`config.mk`:
```
export PLATFORM = sky130hd
export DESIGN_NAME = debug_test_access_port
export DESIGN_NICKNAME = d
export VERILOG_FILES = /design/src/inc/dbg_tap_pkg.sv /design/src/verilog/debug_test_access_port.sv /design/src/verilog/trace_fifo.sv
export SDC_FILE = /design/constraint.sdc
export NUM_CORES = 1
export LEC_CHECK = 0
export BUFFER_PORTS_ARGS = -buffer_cell sky130_fd_sc_hd__buf_4
export CAP_MARGIN = 20
export CELL_PAD_IN_SITES_DETAIL_PLACEMENT = 0
export CELL_PAD_IN_SITES_GLOBAL_PLACEMENT = 1
export CORE_MARGIN = 5
export CORE_UTILIZATION = 49
export CTS_CLUSTER_SIZE = 40
export DETAILED_ROUTE_END_ITERATION = 7
export PLACE_DENSITY = 0.83
export SLEW_MARGIN = 20
export SYNTH_ARGS = -nofsm -noshare
export SYNTH_HDL_FRONTEND = slang
export SYNTH_SLANG_ARGS = --single-unit
```
`constraint.sdc`:
```
create_clock -name core_clk_i -period 4.4 [get_ports core_clk_i]
set_input_delay 0.88 -clock core_clk_i [delete_from_list [all_inputs] [get_ports core_clk_i]]
set_output_delay 0.88 -clock core_clk_i [all_outputs]
set_load 0.01 [all_outputs]
```
`src/inc/dbg_tap_pkg.sv`:
```
/*
  constants for the debug and boundary-scan access port: tap states,
  instruction codes, register widths, trace status codes, trace divider.
  assumes a single core clock domain; the test clock is sampled as data.
*/
package dbg_tap_pkg;
  typedef enum logic [3:0] {
    TLR, RTI, SEL_DR, CAP_DR, SH_DR, EX1_DR, PA_DR, EX2_DR, UPD_DR,
    SEL_IR, CAP_IR, SH_IR, EX1_IR, PA_IR, EX2_IR, UPD_IR
  } tap_state_t;

  localparam int IR_W = 4;
  localparam int DR_W = 32;
  localparam int CTRL_W = 16;
  localparam int BRK_BIT = 12;
  localparam logic [3:0] IR_RESET = 4'h1;
  localparam logic [1:0] IR_CAPTURE = 2'h1;
  localparam logic [3:0] IR_IDCODE = 4'h1;
  localparam logic [3:0] IR_CONTROL = 4'hA;
  localparam logic [3:0] IR_TRACE = 4'hB;
  localparam logic [3:0] IR_DEBUG = 4'hC;
  localparam logic [3:0] IR_BYPASS = 4'hF;
  // arbitrary neutral identification value
  localparam logic [31:0] ID_VALUE = 32'h0000_0001;
  localparam logic [15:0] CTRL_RESET = 16'h0000;

  localparam logic [2:0] PCST_STALL = 3'h7;
  localparam logic [2:0] PCST_JMP_PC = 3'h6;
  localparam logic [2:0] PCST_JMP_NOPC = 3'h5;
  localparam logic [2:0] PCST_EXC = 3'h4;
  localparam logic [2:0] PCST_SEQ = 3'h3;
  localparam logic [2:0] PCST_TRC_STALL = 3'h2;
  localparam logic [2:0] PCST_TRC_TRIG = 3'h1;
  localparam logic [2:0] PCST_DEBUG = 3'h0;

  localparam int FIFO_W = 32;
  localparam int FIFO_D = 16;
  localparam logic [3:0] TRC_DIV_RESET = 4'h0;
endpackage : dbg_tap_pkg

```
`src/verilog/debug_test_access_port.sv`:
```
/*
  boundary-scan tap with debug control, trace status and pc trace output.
  assumes tck, tms, tdi, trst_n arrive synchronous to core_clk_i, which is
  much faster than tck; edges of tck are detected in the core domain.
*/
// Overview of operation
// test clock independent, sampled for edges
// shift tdi into ir or dr on rise
// tdo changes on falling test clock edge
// tdo high impedance unless shifting
// tms sampled on rise, drives tap states
// idle: host holds trst low or tms high
// trace mode: tdi low stops real-time trace
// trace mode: tdo emits non-sequential pc values
// debug mode reassigns tdi and tdo pins
// trace capture clock from divided core clock
// three-bit pipeline trace status output
// debug boot forces debug exception, break bit
// sixteen-state tap, trst resets asynchronously; here trst_n is sampled and applied on the next core clock edge
`timescale 1ns/1ns
`default_nettype none
module debug_test_access_port (
  input wire logic core_clk_i,
  input wire logic resetn_i,
  input wire logic tck_i,
  input wire logic tms_i,
  input wire logic tdi_i,
  input wire logic trst_n_i,
  output logic tdo_o,
  output logic tdo_oe_o,
  output logic dclk_o,
  output logic [2:0] pcst_o,
  input wire logic debug_boot_i,
  input wire logic reset_seq_end_i,
  output logic debug_exc_o,
  output logic reset_exc_o,
  output logic debug_int_o,
  input wire logic [2:0] pipe_status_i,
  input wire logic pc_valid_i,
  output logic pc_ready_o,
  input wire logic [31:0] pc_i
);
  logic rst_s1_reg;
  logic rst_n;
  logic tck_prev_reg;
  logic tck_rise;
  logic tck_fall;
  dbg_tap_pkg::tap_state_t state_reg;
  dbg_tap_pkg::tap_state_t state_next;
  logic [dbg_tap_pkg::IR_W-1:0] ir_sh_reg;
  logic [dbg_tap_pkg::IR_W-1:0] ir_reg;
  logic [dbg_tap_pkg::DR_W-1:0] dr_sh_reg;
  logic [dbg_tap_pkg::CTRL_W-1:0] ctrl_reg;
  logic trace_mode;
  logic trace_stop_reg;
  logic [3:0] div_cnt_reg;
  logic dclk_tick;
  logic fifo_valid;
  logic [31:0] fifo_data;
  logic [31:0] pc_sh_reg;
  logic [5:0] pc_bits_reg;
  logic pc_take;

  always_ff @(posedge core_clk_i or negedge resetn_i) begin
    if (!resetn_i) begin
      rst_s1_reg <= 1'b0;
      rst_n <= 1'b0;
    end else begin
      rst_s1_reg <= 1'b1;
      rst_n <= rst_s1_reg;
    end
  end

  // tck is a plain sampled input, never a clock of its own
  always_ff @(posedge core_clk_i or negedge rst_n) begin
    if (!rst_n) begin
      tck_prev_reg <= 1'b0;
    end else begin
      tck_prev_reg <= tck_i;
    end
  end
  assign tck_rise = tck_i && !tck_prev_reg;
  assign tck_fall = !tck_i && tck_prev_reg;

  function automatic logic in_state(input dbg_tap_pkg::tap_state_t s,
                                    input dbg_tap_pkg::tap_state_t t);
    in_state = (s == t);
  endfunction : in_state

  always_comb begin
    state_next = state_reg;
    unique case (state_reg)
      dbg_tap_pkg::TLR: state_next = tms_i ? dbg_tap_pkg::TLR : dbg_tap_pkg::RTI;
      dbg_tap_pkg::RTI: state_next = tms_i ? dbg_tap_pkg::SEL_DR : dbg_tap_pkg::RTI;
      dbg_tap_pkg::SEL_DR: state_next = tms_i ? dbg_tap_pkg::SEL_IR : dbg_tap_pkg::CAP_DR;
      dbg_tap_pkg::CAP_DR: state_next = tms_i ? dbg_tap_pkg::EX1_DR : dbg_tap_pkg::SH_DR;
      dbg_tap_pkg::SH_DR: state_next = tms_i ? dbg_tap_pkg::EX1_DR : dbg_tap_pkg::SH_DR;
      dbg_tap_pkg::EX1_DR: state_next = tms_i ? dbg_tap_pkg::UPD_DR : dbg_tap_pkg::PA_DR;
      dbg_tap_pkg::PA_DR: state_next = tms_i ? dbg_tap_pkg::EX2_DR : dbg_tap_pkg::PA_DR;
      dbg_tap_pkg::EX2_DR: state_next = tms_i ? dbg_tap_pkg::UPD_DR : dbg_tap_pkg::SH_DR;
      dbg_tap_pkg::UPD_DR: state_next = tms_i ? dbg_tap_pkg::SEL_DR : dbg_tap_pkg::RTI;
      dbg_tap_pkg::SEL_IR: state_next = tms_i ? dbg_tap_pkg::TLR : dbg_tap_pkg::CAP_IR;
      dbg_tap_pkg::CAP_IR: state_next = tms_i ? dbg_tap_pkg::EX1_IR : dbg_tap_pkg::SH_IR;
      dbg_tap_pkg::SH_IR: state_next = tms_i ? dbg_tap_pkg::EX1_IR : dbg_tap_pkg::SH_IR;
      dbg_tap_pkg::EX1_IR: state_next = tms_i ? dbg_tap_pkg::UPD_IR : dbg_tap_pkg::PA_IR;
      dbg_tap_pkg::PA_IR: state_next = tms_i ? dbg_tap_pkg::EX2_IR : dbg_tap_pkg::PA_IR;
      dbg_tap_pkg::EX2_IR: state_next = tms_i ? dbg_tap_pkg::UPD_IR : dbg_tap_pkg::SH_IR;
      dbg_tap_pkg::UPD_IR: state_next = tms_i ? dbg_tap_pkg::SEL_DR : dbg_tap_pkg::RTI;
    endcase
  end

  // trst_n acts on the next core clock edge, not on tck; it is synchronous to the core clock by assumption
  always_ff @(posedge core_clk_i or negedge rst_n) begin
    if (!rst_n) begin
      state_reg <= dbg_tap_pkg::TLR;
    end else if (!trst_n_i) begin
      state_reg <= dbg_tap_pkg::TLR;
    end else if (tck_rise) begin
      state_reg <= state_next;
    end
  end

  always_ff @(posedge core_clk_i or negedge rst_n) begin
    if (!rst_n) begin
      ir_sh_reg <= '0;
      ir_reg <= dbg_tap_pkg::IR_RESET;
    end else if (!trst_n_i || in_state(state_reg, dbg_tap_pkg::TLR)) begin
      ir_reg <= dbg_tap_pkg::IR_RESET;
    end else if (tck_rise) begin
      if (in_state(state_reg, dbg_tap_pkg::CAP_IR)) begin
        ir_sh_reg <= {{(dbg_tap_pkg::IR_W-2){1'b0}}, dbg_tap_pkg::IR_CAPTURE};
      end else if (in_state(state_reg, dbg_tap_pkg::SH_IR)) begin
        ir_sh_reg <= {tdi_i, ir_sh_reg[dbg_tap_pkg::IR_W-1:1]};
      end else if (in_state(state_reg, dbg_tap_pkg::UPD_IR)) begin
        ir_reg <= ir_sh_reg;
      end
    end
  end

  // data register chain; bypass is one stage at bit 0, so tdo lags tdi by one
  always_ff @(posedge core_clk_i or negedge rst_n) begin
    if (!rst_n) begin
      dr_sh_reg <= '0;
    end else if (tck_rise && !trace_mode) begin
      if (in_state(state_reg, dbg_tap_pkg::CAP_DR)) begin
        unique case (ir_reg)
          dbg_tap_pkg::IR_IDCODE: dr_sh_reg <= dbg_tap_pkg::ID_VALUE;
          dbg_tap_pkg::IR_CONTROL: dr_sh_reg <= {16'h0000, ctrl_reg};
          default: dr_sh_reg <= '0;
        endcase
      end else if (in_state(state_reg, dbg_tap_pkg::SH_DR)) begin
        if (ir_reg == dbg_tap_pkg::IR_BYPASS) begin
          dr_sh_reg <= {31'h00000000, tdi_i};
        end else if (ir_reg == dbg_tap_pkg::IR_CONTROL) begin
          dr_sh_reg <= {16'h0000, tdi_i, dr_sh_reg[15:1]};
        end else begin
          dr_sh_reg <= {tdi_i, dr_sh_reg[31:1]};
        end
      end
    end
  end

  // break bit: debug boot set wins over a scan write clearing it
  always_ff @(posedge core_clk_i or negedge rst_n) begin
    if (!rst_n) begin
      ctrl_reg <= dbg_tap_pkg::CTRL_RESET;
    end else begin
      if (tck_rise && in_state(state_reg, dbg_tap_pkg::UPD_DR)
          && ir_reg == dbg_tap_pkg::IR_CONTROL) begin
        ctrl_reg <= dr_sh_reg[15:0];
      end
      if (debug_boot_i) begin
        ctrl_reg[dbg_tap_pkg::BRK_BIT] <= 1'b1;
      end
    end
  end

  // debug boot is a level, not latched; the exceptions sample it only at reset end
  always_ff @(posedge core_clk_i or negedge rst_n) begin
    if (!rst_n) begin
      debug_exc_o <= 1'b0;
      reset_exc_o <= 1'b0;
    end else begin
      debug_exc_o <= reset_seq_end_i && debug_boot_i;
      reset_exc_o <= reset_seq_end_i && !debug_boot_i;
    end
  end

  // trace mode entered by instruction, left by a low tdi (interrupt)
  assign trace_mode = ((ir_reg == dbg_tap_pkg::IR_TRACE) || (ir_reg == dbg_tap_pkg::IR_DEBUG))
                      && !trace_stop_reg;

  // the interrupt holds real-time work off until a new instruction lands
  always_ff @(posedge core_clk_i or negedge rst_n) begin
    if (!rst_n) begin
      trace_stop_reg <= 1'b0;
    end else if (trace_mode && !tdi_i) begin
      trace_stop_reg <= 1'b1;
    end else if (!trst_n_i || (tck_rise && in_state(state_reg, dbg_tap_pkg::UPD_IR))) begin
      trace_stop_reg <= 1'b0;
    end
  end

  always_ff @(posedge core_clk_i or negedge rst_n) begin
    if (!rst_n) begin
      debug_int_o <= 1'b0;
    end else begin
      debug_int_o <= trace_mode && !tdi_i;
    end
  end

  // divided core clock paces trace output; divider is a control field
  always_ff @(posedge core_clk_i or negedge rst_n) begin
    if (!rst_n) begin
      div_cnt_reg <= dbg_tap_pkg::TRC_DIV_RESET;
      dclk_o <= 1'b0;
    end else if (!trace_mode) begin
      div_cnt_reg <= dbg_tap_pkg::TRC_DIV_RESET;
      dclk_o <= 1'b0;
    end else if (div_cnt_reg >= ctrl_reg[3:0]) begin
      div_cnt_reg <= dbg_tap_pkg::TRC_DIV_RESET;
      dclk_o <= !dclk_o;
    end else begin
      div_cnt_reg <= div_cnt_reg + 4'h1;
    end
  end
  assign dclk_tick = trace_mode && dclk_o && div_cnt_reg >= ctrl_reg[3:0];

  always_ff @(posedge core_clk_i or negedge rst_n) begin
    if (!rst_n) begin
      pcst_o <= dbg_tap_pkg::PCST_SEQ;
    end else if (ir_reg == dbg_tap_pkg::IR_DEBUG) begin
      pcst_o <= dbg_tap_pkg::PCST_DEBUG;
    end else begin
      pcst_o <= pipe_status_i;
    end
  end

  trace_fifo #(
    .WIDTH(dbg_tap_pkg::FIFO_W),
    .DEPTH(dbg_tap_pkg::FIFO_D)
  ) u_fifo (
    .clk_i(core_clk_i),
    .rst_n_i(rst_n),
    .in_valid_i(pc_valid_i && trace_mode),
    .in_ready_o(pc_ready_o),
    .in_data_i(pc_i),
    .out_valid_o(fifo_valid),
    .out_ready_i(pc_take),
    .out_data_o(fifo_data)
  );

  // a pc word is serialised lsb first, one bit per trace clock period
  assign pc_take = trace_mode && fifo_valid && pc_bits_reg == 6'h00;

  always_ff @(posedge core_clk_i or negedge rst_n) begin
    if (!rst_n) begin
      pc_sh_reg <= '0;
      pc_bits_reg <= 6'h00;
    end else if (!trace_mode) begin
      pc_bits_reg <= 6'h00;
    end else if (pc_take) begin
      pc_sh_reg <= fifo_data;
      pc_bits_reg <= 6'h20;
    end else if (dclk_tick && pc_bits_reg != 6'h00) begin
      pc_sh_reg <= {1'b0, pc_sh_reg[31:1]};
      pc_bits_reg <= pc_bits_reg - 6'h01;
    end
  end

  always_ff @(posedge core_clk_i or negedge rst_n) begin
    if (!rst_n) begin
      tdo_o <= 1'b0;
      tdo_oe_o <= 1'b0;
    end else if (trace_mode) begin
      tdo_o <= pc_sh_reg[0];
      tdo_oe_o <= pc_bits_reg != 6'h00;
    end else if (!trst_n_i) begin
      tdo_oe_o <= 1'b0;
    end else if (tck_fall) begin
      tdo_o <= in_state(state_reg, dbg_tap_pkg::SH_IR) ? ir_sh_reg[0] : dr_sh_reg[0];
      tdo_oe_o <= in_state(state_reg, dbg_tap_pkg::SH_IR)
                  || in_state(state_reg, dbg_tap_pkg::SH_DR);
    end
  end
endmodule : debug_test_access_port
`default_nettype wire

```
`src/verilog/trace_fifo.sv`:
```
/*
  synchronous fifo for trace program counter words.
  assumes one clock; read data come from a register.
*/
`timescale 1ns/1ns
`default_nettype none
module trace_fifo #(
  parameter int WIDTH = 32,
  parameter int DEPTH = 16
) (
  input wire logic clk_i,
  input wire logic rst_n_i,
  input wire logic in_valid_i,
  output logic in_ready_o,
  input wire logic [WIDTH-1:0] in_data_i,
  output logic out_valid_o,
  input wire logic out_ready_i,
  output logic [WIDTH-1:0] out_data_o
);
  localparam int AW = $clog2(DEPTH);
  logic [WIDTH-1:0] mem_reg [DEPTH];
  logic [AW:0] wr_ptr_reg;
  logic [AW:0] rd_ptr_reg;
  logic [AW:0] wr_ptr_next;
  logic [AW:0] rd_ptr_next;
  logic empty;
  logic do_wr;
  logic do_rd;

  assign empty = (wr_ptr_reg == rd_ptr_reg);
  // ready is the registered not-full of the next pointers, so the port is a flop
  assign do_wr = in_valid_i && in_ready_o;
  assign wr_ptr_next = do_wr ? wr_ptr_reg + 1'b1 : wr_ptr_reg;
  assign rd_ptr_next = do_rd ? rd_ptr_reg + 1'b1 : rd_ptr_reg;
  // output register refills whenever it is empty or being drained
  assign do_rd = !empty && (!out_valid_o || out_ready_i);

  always_ff @(posedge clk_i) begin
    if (do_wr) begin
      mem_reg[wr_ptr_reg[AW-1:0]] <= in_data_i;
    end
  end

  always_ff @(posedge clk_i or negedge rst_n_i) begin
    if (!rst_n_i) begin
      wr_ptr_reg <= '0;
      rd_ptr_reg <= '0;
      out_valid_o <= 1'b0;
      out_data_o <= '0;
      in_ready_o <= 1'b0;
    end else begin
      in_ready_o <= !((wr_ptr_next[AW] != rd_ptr_next[AW])
                      && (wr_ptr_next[AW-1:0] == rd_ptr_next[AW-1:0]));
      if (do_wr) begin
        wr_ptr_reg <= wr_ptr_reg + 1'b1;
      end
      if (do_rd) begin
        rd_ptr_reg <= rd_ptr_reg + 1'b1;
        out_data_o <= mem_reg[rd_ptr_reg[AW-1:0]];
        out_valid_o <= 1'b1;
      end else if (out_ready_i) begin
        out_valid_o <= 1'b0;
      end
    end
  end
endmodule : trace_fifo
`default_nettype wire

```
==> results.json <==
{
  "h-tree-depth": 3,
  "port_buffers": 53,
  "power.internal_w": 0.0104,
  "path_clk_slew_ns": 0.06,
  "leakage_nw": 10.2,
  "drc": 0,
  "num-fill-cells": 4056,
  "clock-sinks": 671,
  "gr-usage-all-layers_pct": 19.1,
  "synth_edf_count": 512,
  "synth_top_area_share_pct": 57.9,
  "synth_fp_nets": 1637,
  "ant_nets": 0,
  "ios": 54,
  "outcome": "complete, no violations",
  "cts_root_buffer": "clkbuf_16",
  "ys_seq_elements": 671,
  "start_util_pct": 49.4,
  "grt_max_degree": 131,
  "postSynthAreaPerCell_um2": 16.8,
  "combinationalPowerShare_pct": 1.7,
  "syn_to_final_growth_pct": 13.4,
  "die_w_um": 243,
  "async_flop_share_pct": 23.7,
  "p_seq_share_pct": 53.1,
  "clock_skew_ns": 0.0272,
  "die_h_um": 243,
  "clockBufferDepth": 3,
  "cts_resized": 0,
  "period_share_pct": 70.9,
  "seq_area_frac_synth_pct": 72.9,
  "largest_register_ffs": 512,
  "crit_path_start_kind": "register",
  "die_area_um2": 59000,
  "routedWlPerCell_um": 23.4,
  "max_slew_margin_pct": 26.6,
  "ys.flop_type": "edfxtp_1",
  "grt_pass1_vias": 14900,
  "critPathMaxStageDelay_ns": 0.79,
  "critPathTopFamily": "simple AND/OR/NAND/NOR gates",
  "fmax_mhz": 321,
  "viasPerCell": 6.00,
  "critPathKind": "reg -> reg",
  "arrival_ns": 3.35,
  "required_ns": 4.63,
  "setup_viol": 0,
  "drtIter0Drc": 1291,
  "slowest_stage": "and2_2",
  "yosysUniqueCellTypes": 61,
  "synth_area_leaders": "edfxtp_1 (58%), dfrtp_1 (15%), mux4_2 (8.1%)",
  "path_cells": "or3b_4 -> a211oi_4 -> nor2b_1 -> nor2b_1 -> and2_2",
  "pwr-share-clk_pct": 45.2,
  "cp-end-kind": "register",
  "rsz0062_at_grt": "no",
  "worst-path-buf-inv": 0,
  "firstDrtPassIters": 5,
  "crit_path_frequent_cell": "nor2b_1",
  "rrSetupSlack_ns": 1.28,
  "globalplace.congestion": 0.787,
  "max-cap-violations": 0,
  "period_minus_slack_ns": 3.12,
  "clock_latency_ns": 0.62,
  "synthCells": 1581,
  "hold_ws_ns": 0.0541,
  "p_per_area_nw_per_um2": 434,
  "final_max_slew_viol_count": 0,
  "synth_top_cell_by_area": "edfxtp_1",
  "nets": 1695,
  "syn_area_um2": 26600,
  "p_sw_w": 0.00264,
  "row_count": 85,
  "swShare_pct": 20.2,
  "dp_hpwl_um": 31600,
  "hp-class": "in -> async",
  "holdBufCountCts": 0,
  "layout_commonest_cell": "edfxtp_1",
  "grt_pass1_wl_um": 87800,
  "cts_made_buffers": 70,
  "worst_pin_slew_ns": 1.10,
  "mostFrequentLayoutCells": "edfxtp_1 (512), nand2_1 (158), dfrtp_1 (152), mux4_2 (96), buf_4 (77)",
  "coreArea_um2": 53800,
  "drive_above_1_share_pct": 20.0,
  "crit_fanout": 32,
  "diodes": 0,
  "hold_viol": 0,
  "finalWirelength_um": 55800,
  "cts_tree": "built",
  "synth_warnings": 0,
  "vias": 14300,
  "peakVddDrop_mv": 0.506,
  "setup-tns-final_ns": 0,
  "antenna_found_initial": 2,
  "post_cts_buffers": 0,
  "overflow": 0
}
-- stage by stage --
stage	power [W]	area, um2	setup slack (ns)	util, %	cells
2_1_floorplan	0.00716	26600	0.114	-	1581
3_3_place_gp	0.00728	27800	1.25	51.7	2263
3_5_place_dp	0.00730	27800	1.21	51.7	2263
4_1_cts	0.0132	30100	1.33	56.0	2391
5_1_grt	0.0135	30100	1.15	56.0	2391
6_report	0.0131	30100	1.28	56.0	2391
-- Yosys cell counts (11+ instances only) --
cell / number
a21oi_1: 42
a221o_1: 31
a221oi_1: 15
and2_1: 11
buf_2: 18
clkbuf_1: 72
dfrtp_1: 156
edfxtp_1: 512
ha_1: 12
inv_1: 18
mux2_2: 17
mux2i_1: 69
mux4_2: 96
nand2_1: 159
nand3_1: 24
nor2_1: 55
nor2b_1: 12
o21ai_0: 73
o221ai_1: 67
xnor2_1: 16
-- kinds of logic (layout without fill, tap and decap cells) --
| logic type | Yosys count | after routing | synth area share, % |
|---|---|---|---|
| xor gates and xnor gates | 24 | 24 | 0.871 |
| adders and majority gates | 12 | 12 | 0.565 |
| buffers and inverters | 115 | 229 | 1.71 |
| and+or+nand+nor | 313 | 313 | 5.31 |
| DFF | 671 | 671 | 72.9 |
| AOI/OAI and AO/OA | 263 | 263 | 7.21 |
| other | 1 | 1 | 0.0141 |
| muxes | 182 | 182 | 11.5 |
-- path summary, 6_finish.rpt --
kind                                  startpoint                               to  cells after the start
max                        ir_reg[2]$_DFFE_PN0P_  u_fifo.mem_reg[2][15]$_DFFE_PP_                      5
min                                     resetn_i                  rst_n$_DFF_PN0_                      1
max reg2reg                ir_reg[2]$_DFFE_PN0P_  u_fifo.mem_reg[2][15]$_DFFE_PP_                      5
min reg2reg                      rst_n$_DFF_PN0_      u_fifo.in_ready_o$_DFF_PN0_                      0
max in group asynchronous        rst_n$_DFF_PN0_   u_fifo.rd_ptr_reg[0]$_DFF_PN0_                      1
min in group core_clk_i     rst_s1_reg$_DFF_PN0_                  rst_n$_DFF_PN0_                      0
-- power by group through the flow --
stage	sequential (W)	clock, W	combinational (W)
after global routing	0.00695	0.00632	0.000256
final	0.00694	0.00592	0.000222
after floorplan	0.00707	0	0.0000854
after detailed placement	0.00707	0	0.000224
after CTS	0.00694	0.00602	0.000225
after global placement	0.00707	0	0.000211
-- per-layer routing --
metal / GRT usage, % / part of all wire [%]
met5: 0 / 0.023
met4: 5.06 / 2.3
met3: 4.61 / 7.0
met2: 32.1 / 51
met1: 25.3 / 40
-- cell type report --
| class | count | area, um2 | area share, % |
|---|---|---|---|
| sequential | 671 | 19400 | 64.3 |
| multi-input combinational | 795 | 6820 | 22.6 |
| clock buffer | 90 | 1890 | 6.27 |
| tap | 696 | 871 | 2.89 |
| timing repair buffer | 83 | 698 | 2.32 |
| clock inverter | 38 | 419 | 1.39 |
| inverter | 18 | 67.6 | 0.224 |
Note: power is estimated with default switching activity, not from simulation.
